**src/hdl/vsp_defines.svh**
```systemverilog
// Register map, field positions, reset values and encodings of the velocity scaled PWM block.
`ifndef VSP_DEFINES_SVH
`define VSP_DEFINES_SVH

// ==========================================================================
// Register indices (byte address is four times the index)
// ==========================================================================
`define VSP_IDX_GENERAL_CONFIG   8'h00
`define VSP_IDX_CURRENT_CONFIG   8'h05
`define VSP_IDX_FULL_SCALE_VEL   8'h17
`define VSP_IDX_MODE_SWITCH_VEL  8'h1d
`define VSP_IDX_PERIOD_LENGTH    8'h1f
`define VSP_IDX_MICROSTEP_SHIFT  8'h79
`define VSP_IDX_DRIVER_FORMAT    8'h70
`define VSP_IDX_IRQ_STATUS       8'h71
`define VSP_IDX_IRQ_MASK         8'h72

// ==========================================================================
// Field positions
// ==========================================================================
`define VSP_BIT_PWM_OUT_EN       21
`define VSP_BIT_PWM_SCALE_EN     8
`define VSP_AMPL_MSB             31
`define VSP_AMPL_LSB             16
`define VSP_ST_OVERCURRENT_A     0
`define VSP_ST_OVERCURRENT_B     1
`define VSP_ST_OVERTEMP          2
`define VSP_ST_MODE_CHANGE       3

// ==========================================================================
// Reset values and encodings
// ==========================================================================
`define VSP_RST_WORD             32'h0000_0000
`define VSP_RST_SHIFT            8'h00
`define VSP_RST_FORMAT           4'h0
`define VSP_RST_IRQ              4'h0
`define VSP_FMT_VOLT_DRV_A       4'h8
`define VSP_FMT_VOLT_DRV_B       4'h9
`define VSP_RESP_OKAY            2'b00
`define VSP_RESP_SLVERR          2'b10
`define VSP_SCALE_HALF           17'h1_0000
`define VSP_RATIO_FULL           17'h1_0000
`define VSP_DIV_STEPS            6'h2f
`define VSP_SCALE_SHIFT          25
`define VSP_HOLD_SHIFT           8
`define VSP_SHIFT_MAX            8'hff

`endif

```
**src/hdl/vsp_pkg.sv**
```systemverilog
// Types shared by the velocity scaled PWM block.
package vsp_pkg;

  typedef enum logic [0:0] {
    VSP_DIV_LOAD,
    VSP_DIV_RUN
  } vsp_div_state_t;

endpackage

```
**src/hdl/vsp_pwm_top.sv**
```systemverilog
// Velocity scaled two-coil PWM generator with voltage-mode driver pin steering and AXI4-Lite registers.
//
// Functional notes
// - PWM enable swaps step/dir for coil PWM
// - Period lasts exactly the programmed cycle count
// - Coil A follows sine, coil B cosine
// - Velocity scaling only when scale enable set
// - Amplitude field sets zero velocity scale
// - Zero velocity scale is (amplitude+1)/2^17
// - Scale rises linearly, saturates 0.5 at limit
// - Duty bounded by 0.5 minus/plus scale
// - Hold scale used at standstill when enabled
// - Voltage driver format in PWM mode disables serial, steers PWM to driver pins
// - Driver clock pin phase A, select phase B
// - Aux mode pin low in driver PWM
// - Driver data out pin held high
// - Driver fault flag sets three status bits
// - PWM disabled restores serial, aux pin high
// - Nonzero switch velocity selects mode by speed
// - Write-only offset shifts table value in PWM
//
// The implementer's own choice: register access over AXI4-Lite.
`include "vsp_defines.svh"

module vsp_pwm_top #(
  parameter int TW = 9,
  parameter int PW = 16
) (
  input  wire logic                 clock,
  input  wire logic                 reset_n,
  input  wire logic [9:0]           s_axi_awaddr,
  input  wire logic                 s_axi_awvalid,
  output logic                      s_axi_awready,
  input  wire logic [31:0]          s_axi_wdata,
  input  wire logic [3:0]           s_axi_wstrb,
  input  wire logic                 s_axi_wvalid,
  output logic                      s_axi_wready,
  output logic [1:0]                s_axi_bresp,
  output logic                      s_axi_bvalid,
  input  wire logic                 s_axi_bready,
  input  wire logic [9:0]           s_axi_araddr,
  input  wire logic                 s_axi_arvalid,
  output logic                      s_axi_arready,
  output logic [31:0]               s_axi_rdata,
  output logic [1:0]                s_axi_rresp,
  output logic                      s_axi_rvalid,
  input  wire logic                 s_axi_rready,
  input  wire logic signed [31:0]   ramp_velocity,
  input  wire logic signed [TW-1:0] microstep_sine,
  input  wire logic signed [TW-1:0] microstep_cosine,
  input  wire logic                 hold_scale_en,
  input  wire logic [7:0]           hold_scale_val,
  input  wire logic                 step_in,
  input  wire logic                 dir_in,
  input  wire logic                 serial_clock_in,
  input  wire logic                 serial_select_in,
  input  wire logic                 serial_data_in,
  input  wire logic                 driver_fault_in,
  output logic                      coil_a_out_pin,
  output logic                      coil_b_out_pin,
  output logic                      driver_clock_pin,
  output logic                      driver_select_pin,
  output logic                      driver_data_out_pin,
  output logic                      aux_mode_select_pin,
  output logic                      serial_if_enable,
  output logic                      irq
);

  // ==========================================================================
  // Registers
  // ==========================================================================
  logic [31:0] gen_cfg_r;
  logic [31:0] cur_cfg_r;
  logic [31:0] vmax_r;
  logic [31:0] switch_vel_r;
  logic [31:0] period_r;
  logic [7:0]  shift_r;
  logic [3:0]  fmt_r;
  logic [3:0]  irq_stat_r;
  logic [3:0]  irq_mask_r;
  logic        wr_en;
  logic [7:0]  wr_idx;
  logic [3:0]  stat_set;
  logic        pwm_mode_r;

  assign wr_en  = s_axi_awvalid && s_axi_wvalid && !s_axi_awready && !s_axi_bvalid;
  assign wr_idx = s_axi_awaddr[9:2];

  function automatic logic [31:0] merge(input logic [31:0] old, input logic [31:0] d, input logic [3:0] be);
    logic [31:0] r;
    r = old;
    for (int i = 0; i < 4; i++)
    begin
      if (be[i])
      begin
        r[i*8 +: 8] = d[i*8 +: 8];
      end
    end
    return r;
  endfunction

  always_ff @(posedge clock or negedge reset_n)
  begin
    if (!reset_n)
    begin
      gen_cfg_r    <= `VSP_RST_WORD;
      cur_cfg_r    <= `VSP_RST_WORD;
      vmax_r       <= `VSP_RST_WORD;
      switch_vel_r <= `VSP_RST_WORD;
      period_r     <= `VSP_RST_WORD;
      shift_r      <= `VSP_RST_SHIFT;
      fmt_r        <= `VSP_RST_FORMAT;
      irq_mask_r   <= `VSP_RST_IRQ;
    end
    else if (wr_en)
    begin
      case (wr_idx)
        `VSP_IDX_GENERAL_CONFIG:  gen_cfg_r    <= merge(gen_cfg_r, s_axi_wdata, s_axi_wstrb);
        `VSP_IDX_CURRENT_CONFIG:  cur_cfg_r    <= merge(cur_cfg_r, s_axi_wdata, s_axi_wstrb);
        `VSP_IDX_FULL_SCALE_VEL:  vmax_r       <= merge(vmax_r, s_axi_wdata, s_axi_wstrb);
        `VSP_IDX_MODE_SWITCH_VEL: switch_vel_r <= merge(switch_vel_r, s_axi_wdata, s_axi_wstrb);
        `VSP_IDX_PERIOD_LENGTH:   period_r     <= merge(period_r, s_axi_wdata, s_axi_wstrb);
        `VSP_IDX_MICROSTEP_SHIFT: shift_r      <= s_axi_wstrb[0] ? s_axi_wdata[7:0] : shift_r;
        `VSP_IDX_DRIVER_FORMAT:   fmt_r        <= s_axi_wstrb[0] ? s_axi_wdata[3:0] : fmt_r;
        `VSP_IDX_IRQ_MASK:        irq_mask_r   <= s_axi_wstrb[0] ? s_axi_wdata[3:0] : irq_mask_r;
        default:                  ;
      endcase
    end
  end

  // Status bits: hardware set wins over a write-one-to-clear in the same cycle.
  always_ff @(posedge clock or negedge reset_n)
  begin
    if (!reset_n)
    begin
      irq_stat_r <= `VSP_RST_IRQ;
    end
    else
    begin
      irq_stat_r <= (irq_stat_r & ~((wr_en && wr_idx == `VSP_IDX_IRQ_STATUS && s_axi_wstrb[0])
                                   ? s_axi_wdata[3:0] : 4'h0)) | stat_set;
    end
  end

  always_ff @(posedge clock or negedge reset_n)
  begin
    if (!reset_n)
    begin
      irq <= 1'b0;
    end
    else
    begin
      irq <= |(irq_stat_r & irq_mask_r);
    end
  end

  // ==========================================================================
  // AXI4-Lite handshakes
  // ==========================================================================
  always_ff @(posedge clock or negedge reset_n)
  begin
    if (!reset_n)
    begin
      s_axi_awready <= 1'b0;
      s_axi_wready  <= 1'b0;
      s_axi_bvalid  <= 1'b0;
      s_axi_bresp   <= `VSP_RESP_OKAY;
    end
    else
    begin
      s_axi_awready <= wr_en;
      s_axi_wready  <= wr_en;
      if (wr_en)
      begin
        s_axi_bvalid <= 1'b1;
        case (wr_idx)
          `VSP_IDX_GENERAL_CONFIG, `VSP_IDX_CURRENT_CONFIG, `VSP_IDX_FULL_SCALE_VEL,
          `VSP_IDX_MODE_SWITCH_VEL, `VSP_IDX_PERIOD_LENGTH, `VSP_IDX_MICROSTEP_SHIFT,
          `VSP_IDX_DRIVER_FORMAT, `VSP_IDX_IRQ_STATUS, `VSP_IDX_IRQ_MASK:
            s_axi_bresp <= `VSP_RESP_OKAY;
          default:
            s_axi_bresp <= `VSP_RESP_SLVERR;
        endcase
      end
      else if (s_axi_bready)
      begin
        s_axi_bvalid <= 1'b0;
      end
    end
  end

  logic rd_en;
  assign rd_en = s_axi_arvalid && !s_axi_arready && !s_axi_rvalid;

  always_ff @(posedge clock or negedge reset_n)
  begin
    if (!reset_n)
    begin
      s_axi_arready <= 1'b0;
      s_axi_rvalid  <= 1'b0;
      s_axi_rdata   <= `VSP_RST_WORD;
      s_axi_rresp   <= `VSP_RESP_OKAY;
    end
    else
    begin
      s_axi_arready <= rd_en;
      if (rd_en)
      begin
        s_axi_rvalid <= 1'b1;
        s_axi_rresp  <= `VSP_RESP_OKAY;
        case (s_axi_araddr[9:2])
          `VSP_IDX_GENERAL_CONFIG:  s_axi_rdata <= gen_cfg_r;
          `VSP_IDX_CURRENT_CONFIG:  s_axi_rdata <= cur_cfg_r;
          `VSP_IDX_FULL_SCALE_VEL:  s_axi_rdata <= vmax_r;
          `VSP_IDX_MODE_SWITCH_VEL: s_axi_rdata <= switch_vel_r;
          `VSP_IDX_PERIOD_LENGTH:   s_axi_rdata <= period_r;
          `VSP_IDX_MICROSTEP_SHIFT: s_axi_rdata <= `VSP_RST_WORD;
          `VSP_IDX_DRIVER_FORMAT:   s_axi_rdata <= {28'h0, fmt_r};
          `VSP_IDX_IRQ_STATUS:      s_axi_rdata <= {27'h0, pwm_mode_r, irq_stat_r};
          `VSP_IDX_IRQ_MASK:        s_axi_rdata <= {28'h0, irq_mask_r};
          default:
          begin
            s_axi_rdata <= `VSP_RST_WORD;
            s_axi_rresp <= `VSP_RESP_SLVERR;
          end
        endcase
      end
      else if (s_axi_rready)
      begin
        s_axi_rvalid <= 1'b0;
      end
    end
  end

  // ==========================================================================
  // Mode selection
  // ==========================================================================
  logic [31:0] vabs;
  logic        pwm_mode;
  logic        drv_mode;

  assign vabs     = ramp_velocity[31] ? 32'(-ramp_velocity) : 32'(ramp_velocity);
  assign pwm_mode = gen_cfg_r[`VSP_BIT_PWM_OUT_EN] && ((switch_vel_r == 32'h0) || (vabs < switch_vel_r));
  assign drv_mode = pwm_mode && (fmt_r == `VSP_FMT_VOLT_DRV_A || fmt_r == `VSP_FMT_VOLT_DRV_B);

  always_ff @(posedge clock or negedge reset_n)
  begin
    if (!reset_n)
    begin
      pwm_mode_r <= 1'b0;
    end
    else
    begin
      pwm_mode_r <= pwm_mode;
    end
  end

  // The fault line only carries the driver's flag once the mode pin has already left serial mode.
  logic fault_seen;
  assign fault_seen = drv_mode && !aux_mode_select_pin && driver_fault_in;

  always_comb
  begin
    stat_set                        = 4'h0;
    stat_set[`VSP_ST_MODE_CHANGE]   = pwm_mode_r != pwm_mode;
    stat_set[`VSP_ST_OVERCURRENT_A] = fault_seen;
    stat_set[`VSP_ST_OVERCURRENT_B] = fault_seen;
    stat_set[`VSP_ST_OVERTEMP]      = fault_seen;
  end

  // ==========================================================================
  // Velocity ratio divider: ratio = |v| * 2^16 / full_scale_velocity
  // ==========================================================================
  vsp_pkg::vsp_div_state_t div_st_r;
  logic [5:0]  div_cnt_r;
  logic [47:0] dvd_r;
  logic [31:0] dvs_r;
  logic [32:0] rem_r;
  logic [16:0] quo_r;
  logic [16:0] ratio_r;
  logic [32:0] rem_sh;
  logic        q_bit;

  assign rem_sh = {rem_r[31:0], dvd_r[47]};
  assign q_bit  = rem_sh >= {1'b0, dvs_r};

  always_ff @(posedge clock or negedge reset_n)
  begin
    if (!reset_n)
    begin
      div_st_r  <= vsp_pkg::VSP_DIV_LOAD;
      div_cnt_r <= 6'h0;
      dvd_r     <= 48'h0;
      dvs_r     <= 32'h0;
      rem_r     <= 33'h0;
      quo_r     <= 17'h0;
      ratio_r   <= 17'h0;
    end
    else
    begin
      case (div_st_r)
        vsp_pkg::VSP_DIV_LOAD:
        begin
          dvd_r     <= {((vabs > vmax_r) ? vmax_r : vabs), 16'h0};
          dvs_r     <= vmax_r;
          rem_r     <= 33'h0;
          quo_r     <= 17'h0;
          div_cnt_r <= `VSP_DIV_STEPS;
          div_st_r  <= vsp_pkg::VSP_DIV_RUN;
        end
        vsp_pkg::VSP_DIV_RUN:
        begin
          rem_r     <= q_bit ? 33'(rem_sh - {1'b0, dvs_r}) : rem_sh;
          quo_r     <= {quo_r[15:0], q_bit};
          dvd_r     <= {dvd_r[46:0], 1'b0};
          div_cnt_r <= div_cnt_r - 6'h1;
          if (div_cnt_r == 6'h0)
          begin
            ratio_r  <= (dvs_r == 32'h0) ? `VSP_RATIO_FULL : {quo_r[15:0], q_bit};
            div_st_r <= vsp_pkg::VSP_DIV_LOAD;
          end
        end
        default: div_st_r <= vsp_pkg::VSP_DIV_LOAD;
      endcase
    end
  end

  // ==========================================================================
  // Scale value in units of 2^-17
  // ==========================================================================
  logic [16:0] amp0;
  logic [33:0] span_prod;
  logic [16:0] scale;

  assign amp0      = 17'(cur_cfg_r[`VSP_AMPL_MSB:`VSP_AMPL_LSB]) + 17'h1;
  assign span_prod = (`VSP_SCALE_HALF - amp0) * ratio_r;

  always_comb
  begin
    if (!cur_cfg_r[`VSP_BIT_PWM_SCALE_EN])
    begin
      scale = `VSP_SCALE_HALF;
    end
    else if (hold_scale_en && vabs == 32'h0)
    begin
      scale = 17'(({9'h0, hold_scale_val} + 17'h1) << `VSP_HOLD_SHIFT);
    end
    else
    begin
      scale = amp0 + span_prod[32:16];
    end
  end

  // ==========================================================================
  // Duty thresholds and period counter
  // ==========================================================================
  logic [PW-1:0] cnt_r;
  logic [PW-1:0] cmp_a_r;
  logic [PW-1:0] cmp_b_r;
  logic [PW-1:0] period;
  logic          boundary;
  logic [PW-1:0] cmp_a;
  logic [PW-1:0] cmp_b;
  logic          pwm_a;
  logic          pwm_b;

  assign period   = period_r[PW-1:0];
  assign boundary = (cnt_r >= period - PW'(1)) || (period == '0);

  // Offset the table value away from zero while in PWM mode, saturating at full scale.
  function automatic logic [PW-1:0] duty(input logic signed [TW-1:0] t, input logic [16:0] sc,
                                          input logic [PW-1:0] per, input logic [7:0] sh, input logic en);
    logic signed [TW+1:0] ts;
    logic signed [TW+1:0] lim;
    logic signed [PW+TW+20:0] prod;
    logic signed [PW+1:0] res;
    ts   = (TW+2)'(t);
    lim  = (TW+2)'(`VSP_SHIFT_MAX);
    if (en)
    begin
      ts = (t < 0) ? ts - (TW+2)'(sh) : ts + (TW+2)'(sh);
      ts = (ts > lim) ? lim : ((ts < -lim) ? -lim : ts);
    end
    prod = $signed({1'b0, per}) * $signed({1'b0, sc}) * ts;
    res  = $signed({2'b0, per >> 1}) + (PW+2)'(prod >>> `VSP_SCALE_SHIFT);
    if (res < 0)
    begin
      return '0;
    end
    else if (res > $signed({2'b0, per}))
    begin
      return per;
    end
    return res[PW-1:0];
  endfunction

  assign cmp_a = duty(microstep_sine, scale, period, shift_r, pwm_mode);
  assign cmp_b = duty(microstep_cosine, scale, period, shift_r, pwm_mode);
  assign pwm_a = pwm_mode && (cnt_r < cmp_a_r);
  assign pwm_b = pwm_mode && (cnt_r < cmp_b_r);

  always_ff @(posedge clock or negedge reset_n)
  begin
    if (!reset_n)
    begin
      cnt_r   <= '0;
      cmp_a_r <= '0;
      cmp_b_r <= '0;
    end
    else if (boundary)
    begin
      cnt_r   <= '0;
      cmp_a_r <= cmp_a;
      cmp_b_r <= cmp_b;
    end
    else
    begin
      cnt_r <= cnt_r + PW'(1);
    end
  end

  // ==========================================================================
  // Pin steering
  // ==========================================================================
  always_ff @(posedge clock or negedge reset_n)
  begin
    if (!reset_n)
    begin
      coil_a_out_pin      <= 1'b0;
      coil_b_out_pin      <= 1'b0;
      driver_clock_pin    <= 1'b0;
      driver_select_pin   <= 1'b1;
      driver_data_out_pin <= 1'b0;
      aux_mode_select_pin <= 1'b1;
      serial_if_enable    <= 1'b1;
    end
    else
    begin
      coil_a_out_pin      <= pwm_mode ? pwm_a : step_in;
      coil_b_out_pin      <= pwm_mode ? pwm_b : dir_in;
      driver_clock_pin    <= drv_mode ? pwm_a : serial_clock_in;
      driver_select_pin   <= drv_mode ? pwm_b : serial_select_in;
      driver_data_out_pin <= drv_mode ? 1'b1 : serial_data_in;
      aux_mode_select_pin <= !drv_mode;
      serial_if_enable    <= !drv_mode;
    end
  end
endmodule

```
**config.mk**
```make
export PLATFORM = sky130hd
export DESIGN_NAME = vsp_pwm_top
export DESIGN_NICKNAME = d
export VERILOG_FILES = /design/src/hdl/vsp_pkg.sv /design/src/hdl/vsp_pwm_top.sv
export VERILOG_INCLUDE_DIRS = /design/src /design/src/hdl
export SDC_FILE = /design/constraint.sdc
export NUM_CORES = 2
export LEC_CHECK = 0
export CORE_ASPECT_RATIO = 0.9
export CORE_MARGIN = 10
export CORE_UTILIZATION = 55
export CTS_BUF_LIST = sky130_fd_sc_hd__clkbuf_4
export CTS_CLUSTER_DIAMETER = 100
export CTS_CLUSTER_SIZE = 24
export DETAILED_ROUTE_END_ITERATION = 7
export DONT_BUFFER_PORTS = 1
export GPL_TIMING_DRIVEN = 0
export PLACE_DENSITY_LB_ADDON = 0.15
export SETUP_SLACK_MARGIN = 0.3
export SYNTH_ARGS = -nofsm -noshare
export SYNTH_HDL_FRONTEND = slang
export SYNTH_SLANG_ARGS = --single-unit
```
**constraint.sdc**
```tcl
create_clock -name clock -period 31.1 [get_ports clock]
set_clock_uncertainty 0.1 [all_clocks]
set_input_delay 1.555 -clock clock [delete_from_list [all_inputs] [get_ports clock]]
set_output_delay 1.555 -clock clock [all_outputs]
set_load 0.02 [all_outputs]
```
; ---- Yosys cells after proc, flatten, opt, wreduce, memory -nomap -nowiden
; Index checks and enable logic that the tools add are counted.
[totals]
regBits = 428
n_memories = 0
input_bits = 128
elab_cells = 211
latchBits = 0
out_inout_bits = 49
ramBits = 0
rom_bits = 0
[op_classes]
n_lt_le_gt_ge = 16
n_div = 0
n_bitwise = 5
mux = 44
mul = 4
eq_ne = 19
reduce_logical = 59
add_sub_neg = 15
shift = 0
[ops]
columns = cell, count
row1 = $pmux W32 S8, 1
row2 = $mux W16, 7
row3 = $logic_not A32 Y1, 3
row4 = $mux W32, 3
row5 = $pmux W48 S2, 1
row6 = $mux W11, 8
row7 = $mul A34 B11 Y43, 2
row8 = $reduce_and A3 Y1, 23
row9 = $eq A8 B7 Y1 const B, 8
row10 = $pmux W32 S2, 1
row11 = $mux W17, 3
row12 = $eq A8 B5 Y1 const B, 6
row13 = $add A16 B18 Y18, 2
row14 = $gt A18 B17 Y1, 2
row15 = $lt A18 B1 Y1 const B, 2
row16 = $ge A33 B32 Y1, 1
row17 = $mul A16 B17 Y33, 1
row18 = $mul A18 B18 Y33, 1
row19 = $gt A32 B32 Y1, 1
row20 = $lt A16 B16 Y1, 2
row21 = $lt A32 B32 Y1, 1
row22 = $neg A32 Y32, 1
row23 = $pmux W16 S2, 1
row24 = $sub A32 B32 Y32, 1
row25 = 35 further kinds, 80

; ---- Depth between registers and ports, before layout
[depth]
word_depth = 13
ltp_mapped = 107
depth_no_buf = 102

; ---- Least setup slack after synthesis
; No wires, ideal clock.
[synth_timing]
path_type = register to register
startpoint = register cur_cfg_r[17]
endpoint = register cmp_b_r[10]
setup_ps = 141
path_slack_ps = 7616
path_stages_with_launch = 93
arrival_time_ps = 23243
required_ps = 30859
path_buffers = 5
period_less_slack_ps = 23484
cell_sequence = dfrtp_1 ha_1 nand2_1 nor2_1 xor2_1 or4_1 or4b_1 xnor2_1 clkbuf_1 nor2b_1 fa_1 inv_1 fa_1 inv_1 fa_1 fa_1 inv_1 fa_1 (+57 left out) a21oi_1 xnor2_1 ha_1 and3_1 a21oi_1 o21ai_0 or4_1 a41oi_1 o21ai_0 xnor2_1 ha_1 nand3_1 or4_1 o22ai_1 a2bb2oi_1 buf_2 mux2i_1 o22ai_1
[synth_via]
elab_chain_cells = 13
word_cells_on_any_way = 15
cone_classes = add/sub: 4 / mul: 3 / order compare: 2 / mux: 6
[synth_lines]
columns = element, line
row1 = start: declaration, vsp_pwm_top.sv:73  ; logic [31:0] cur_cfg_r;
row2 = start signal: assignment, vsp_pwm_top.sv:107  ; cur_cfg_r <= `VSP_RST_WORD;
row3 = start signal: assignment, vsp_pwm_top.sv:119  ; `VSP_IDX_CURRENT_CONFIG: cur_cfg_r <= merge(cur_cfg_r, s_axi_wdata, s_axi_wstrb);
row4 = $add A16 B1 Y17 (*), vsp_pwm_top.sv:335  ; assign amp0 = 17'(cur_cfg_r[`VSP_AMPL_MSB:`VSP_AMPL_LSB]) + 17'h1;
row5 = $sub A17 B17 Y18 (no line), n/a
row6 = $mul A18 B18 Y33, vsp_pwm_top.sv:336  ; assign span_prod = (`VSP_SCALE_HALF - amp0) * ratio_r;
row7 = $add A17 B17 Y17 (*), vsp_pwm_top.sv:350  ; scale = amp0 + span_prod[32:16];
row8 = $mux W17 (*), vsp_pwm_top.sv:344  ; else if (hold_scale_en && vabs == 32'h0)
row9 = $mux W17 (*), vsp_pwm_top.sv:340  ; if (!cur_cfg_r[`VSP_BIT_PWM_SCALE_EN])
row10 = $mul A16 B17 Y33 (*), vsp_pwm_top.sv:384  ; prod = $signed({1'b0, per}) * $signed({1'b0, sc}) * ts;
row11 = $mul A34 B11 Y43 (*), vsp_pwm_top.sv:384
row12 = $add A16 B18 Y18 (*), vsp_pwm_top.sv:385  ; res = $signed({2'b0, per >> 1}) + (PW+2)'(prod >>> `VSP_SCALE_SHIFT);
row13 = $gt A18 B17 Y1, vsp_pwm_top.sv:390  ; else if (res > $signed({2'b0, per}))
row14 = $mux W1, vsp_pwm_top.sv:390
row15 = $mux W1, vsp_pwm_top.sv:386  ; if (res < 0)
row16 = $mux W16 (*), vsp_pwm_top.sv:394  ; return res[PW-1:0];
row17 = end signal: assignment, vsp_pwm_top.sv:414  ; cmp_b_r <= cmp_b;
row18 = end: declaration, vsp_pwm_top.sv:359  ; logic [PW-1:0] cmp_b_r;
; Mark *: on every way between the ends. The rest lies on a longest branch, timed or not.
; A chain may end at the register's enable or synchronous reset.

; ---- Worst setup path in the final report
[layout_timing]
startpoint = register cur_cfg_r[17]
endpoint = register cmp_b_r[14]
; The elaborated chain is that of the path after synthesis.

==> impl_metrics.tcl <==
set metrics [dict create \
    synth_top_cell_by_area "fa_1" \
    syn_area_per_cell_um2 8.72 \
    port_buffers 0 \
    critPathBufInv 13 \
    fill_cells 11500 \
    synth.area.top_cells "fa_1 (30%), dfrtp_1 (15%), ha_1 (12%)" \
    synth.distinct_cells 89 \
    period_share_pct 95.3 \
    hold_buffers 0 \
    syn-instance-count 7994 \
    busiest_layer "met2" \
    cts_tree "yes" \
    ys_seq_area_share_pct 14.7 \
    yosysTopAreaCellShare_pct 30.4 \
    worstSkewPairLatency_ns 1.01 \
    gr-usage-met1_pct 46.5 \
    wirelength_um 236000 \
    antenna_found_initial 18 \
    run_status "finished, violations left" \
    drt_iter0_markers 6243 \
    cts.path.max_buffers 3 \
    wl_per_cell_um 24.2 \
    vias_per_cell 6.02 \
    stdcell_count 9740 \
    fin_nets 9857 \
    critPathMaxStageDelay_ns 0.94 \
    grt_pass1_vias 58800 \
    critical_path_class "reg -> reg" \
    place.gp.congestion 1.05 \
    use_met2_pct 47.4 \
    crit_family "adder cells" \
    firstDrtPassIters 8 \
    core_area_mm2 0.125 \
    worst_pin_slew_ns 1.58 \
    yosys_warnings 0 \
    report.final.slew_viol_count 59 \
    grt_overflow_total 0 \
    path_common_cell "fa_1" \
    die-area_mm2 0.141 \
    synth_common_cells "inv_1 (1405), fa_1 (1057), nand2_1 (887), nor2_1 (683), ha_1 (642)" \
    dp_hpwl_um 195000 \
    finalCriticalPeriod_ns 29.64 \
    fp.dieH_um 358 \
    antenna_left 0 \
    vias 58600 \
    synth-edff-count 0 \
    whs_ns 0.111 \
    required_ns 31.79 \
    finalSetupViolCount 0 \
    root_buffer "clkbuf_4" \
    post_cts_buffers 0 \
    cp-start-kind "flop" \
    max_freq_mhz 33.7 \
    cp_slowest_cell "xor2_1" \
    finalHoldViolCount 0 \
    endpoint_kind "flop" \
    yosysMostFrequentCell "inv_1" \
    worstPathArrival_ns 30.33 \
    failed_checks "capacitance limit, slew limit" \
    rows 123 \
    slew_headroom_pct -6.29 \
    dp_cells 9688 \
    grt_max_degree 411 \
    cts_sinks 410 \
    syn_to_final_growth_pct 4.02 \
    numCtsBuffers 24 \
    pin_count 177 \
    final-seq-area_mm2 0.0103 \
    clkTransAtPathRegs_ns 0.26 \
    hold_class "in -> async" \
    drv_cap 6 \
    synth-async-reset-ratio_pct 100 \
    drc 0 \
    rsz0062_at_grt "false" \
    drive_above_1_share_pct 3.78 \
    htreeDepth 1 \
    crit_path_max_fanout 10 \
    die_w_um 395 \
    start_util_pct 55.6 \
    synth-seq-cells 410 \
    synth_area_mm2 0.0697 \
    synth_ff_type "dfrtp_1" \
    timing.setup.tns_ns 0 \
    use_met3_pct 12.6 \
    multiInputGateArea_mm2 0.0529 \
    grt_pass1_wl_um 359000 \
    grtUsageTotal_pct 33.1 \
]
-- final timing paths --
kind,cells past startpoint,start,slack (ns),to
max,87,cur_cfg_r[17],1.46,cmp_b_r[14]
min,0,reset_n,0.11,period_r[24]
max reg2reg,87,cur_cfg_r[17],1.46,cmp_b_r[14]
min reg2reg,2,dvd_r[20],0.39,dvd_r[21]
max in group asynchronous,0,reset_n,29.82,cnt_r[15]
min in group clock,2,dvd_r[20],0.39,dvd_r[21]
-- area by class of cell --
| cell class | count | share of cell area [%] |
|---|---|---|
| inverters | 1412 | 7.31 |
| repair buffers | 9 | 0.119 |
| clock inverters | 8 | 0.159 |
| flip-flops and latches | 410 | 14.2 |
| multi-input cells | 5793 | 72.9 |
| diodes | 7 | 0.0242 |
| plain buffers | 380 | 2.08 |
| clock buffers | 34 | 0.352 |
| well taps | 1687 | 2.91 |
-- stage by stage --
step                worst slack (ns)  cell area [um2]  util [%]
floorplan                       7.62            69700         -
global placement               0.805            71800      57.3
detailed placement              1.14            72000      57.4
CTS                            0.955            72400      57.7
global route                   0.333            72500      57.8
finish                          1.46            72500      57.8
-- placed cells by master, fill, tap and decap left out, types with 14 or more instances in the layout --
cell,n
a211oi_1,33
a21o_1,105
a21oi_1,240
a221oi_1,35
a22o_1,16
a311oi_1,14
a31oi_1,41
and2_1,162
and3_1,85
and4_1,19
buf_1,29
buf_2,28
clkbuf_1,311
clkbuf_4,34
dfrtp_1,408
fa_1,1057
ha_1,642
inv_1,1405
mux2_2,133
mux2i_1,54
nand2_1,887
nand2b_1,76
nand3_1,132
nand4_1,57
nor2_1,683
nor2b_1,117
nor3_1,173
nor4_1,41
o211ai_1,15
o21a_1,43
o21ai_0,247
o21bai_1,20
o22ai_1,29
o31ai_1,56
or2_2,19
or3_1,26
or4_1,15
xnor2_1,194
xor2_1,93
-- cell families after synthesis --
| group | count (synthesis) | share of synthesized area, % |
|---|---|---|
| buffers and inverters | 1792 | 9.76 |
| muxes | 190 | 2.98 |
| AOI/OAI and AO/OA | 1052 | 9.84 |
| other | 1 | 0.00538 |
| xor gates and xnor gates | 307 | 3.90 |
| adders and majority gates | 1701 | 41.9 |
| DFF | 410 | 14.7 |
| and+or+nand+nor | 2541 | 16.9 |
-- state kept, by name (all words and copies together), names as in the netlist, 4 cells and up --
name / count
quo_r: 16
cmp_a_r: 16
ratio_r: 17
irq_stat_r: 4
s_axi_rdata: 32
shift_r: 8
div_cnt_r: 6
cmp_b_r: 16
dvd_r: 32
irq_mask_r: 4
gen_cfg_r: 32
vmax_r: 32
rem_r: 32
cnt_r: 16
switch_vel_r: 32
period_r: 32
dvs_r: 32
fmt_r: 4
cur_cfg_r: 32
-- what timing repair did --
| action | CTS | global route |
|---|---|---|
| hold endpoints to repair | 0 | 0 |
| gates resized for setup | 0 | 18 |
| setup endpoints to repair | 0 | 32 |
-- per-layer routing --
layer  vias to the layer above  part of all wire [%]
li1                      25600                     -
met1                     29400                    41
met2                      3210                    41
met3                       455                    14
met4                        16                   3.4
met5                         -                  0.13
Power is not shown: default switching activity piles up to over one toggle a cycle in this logic, so the estimate is an artifact.
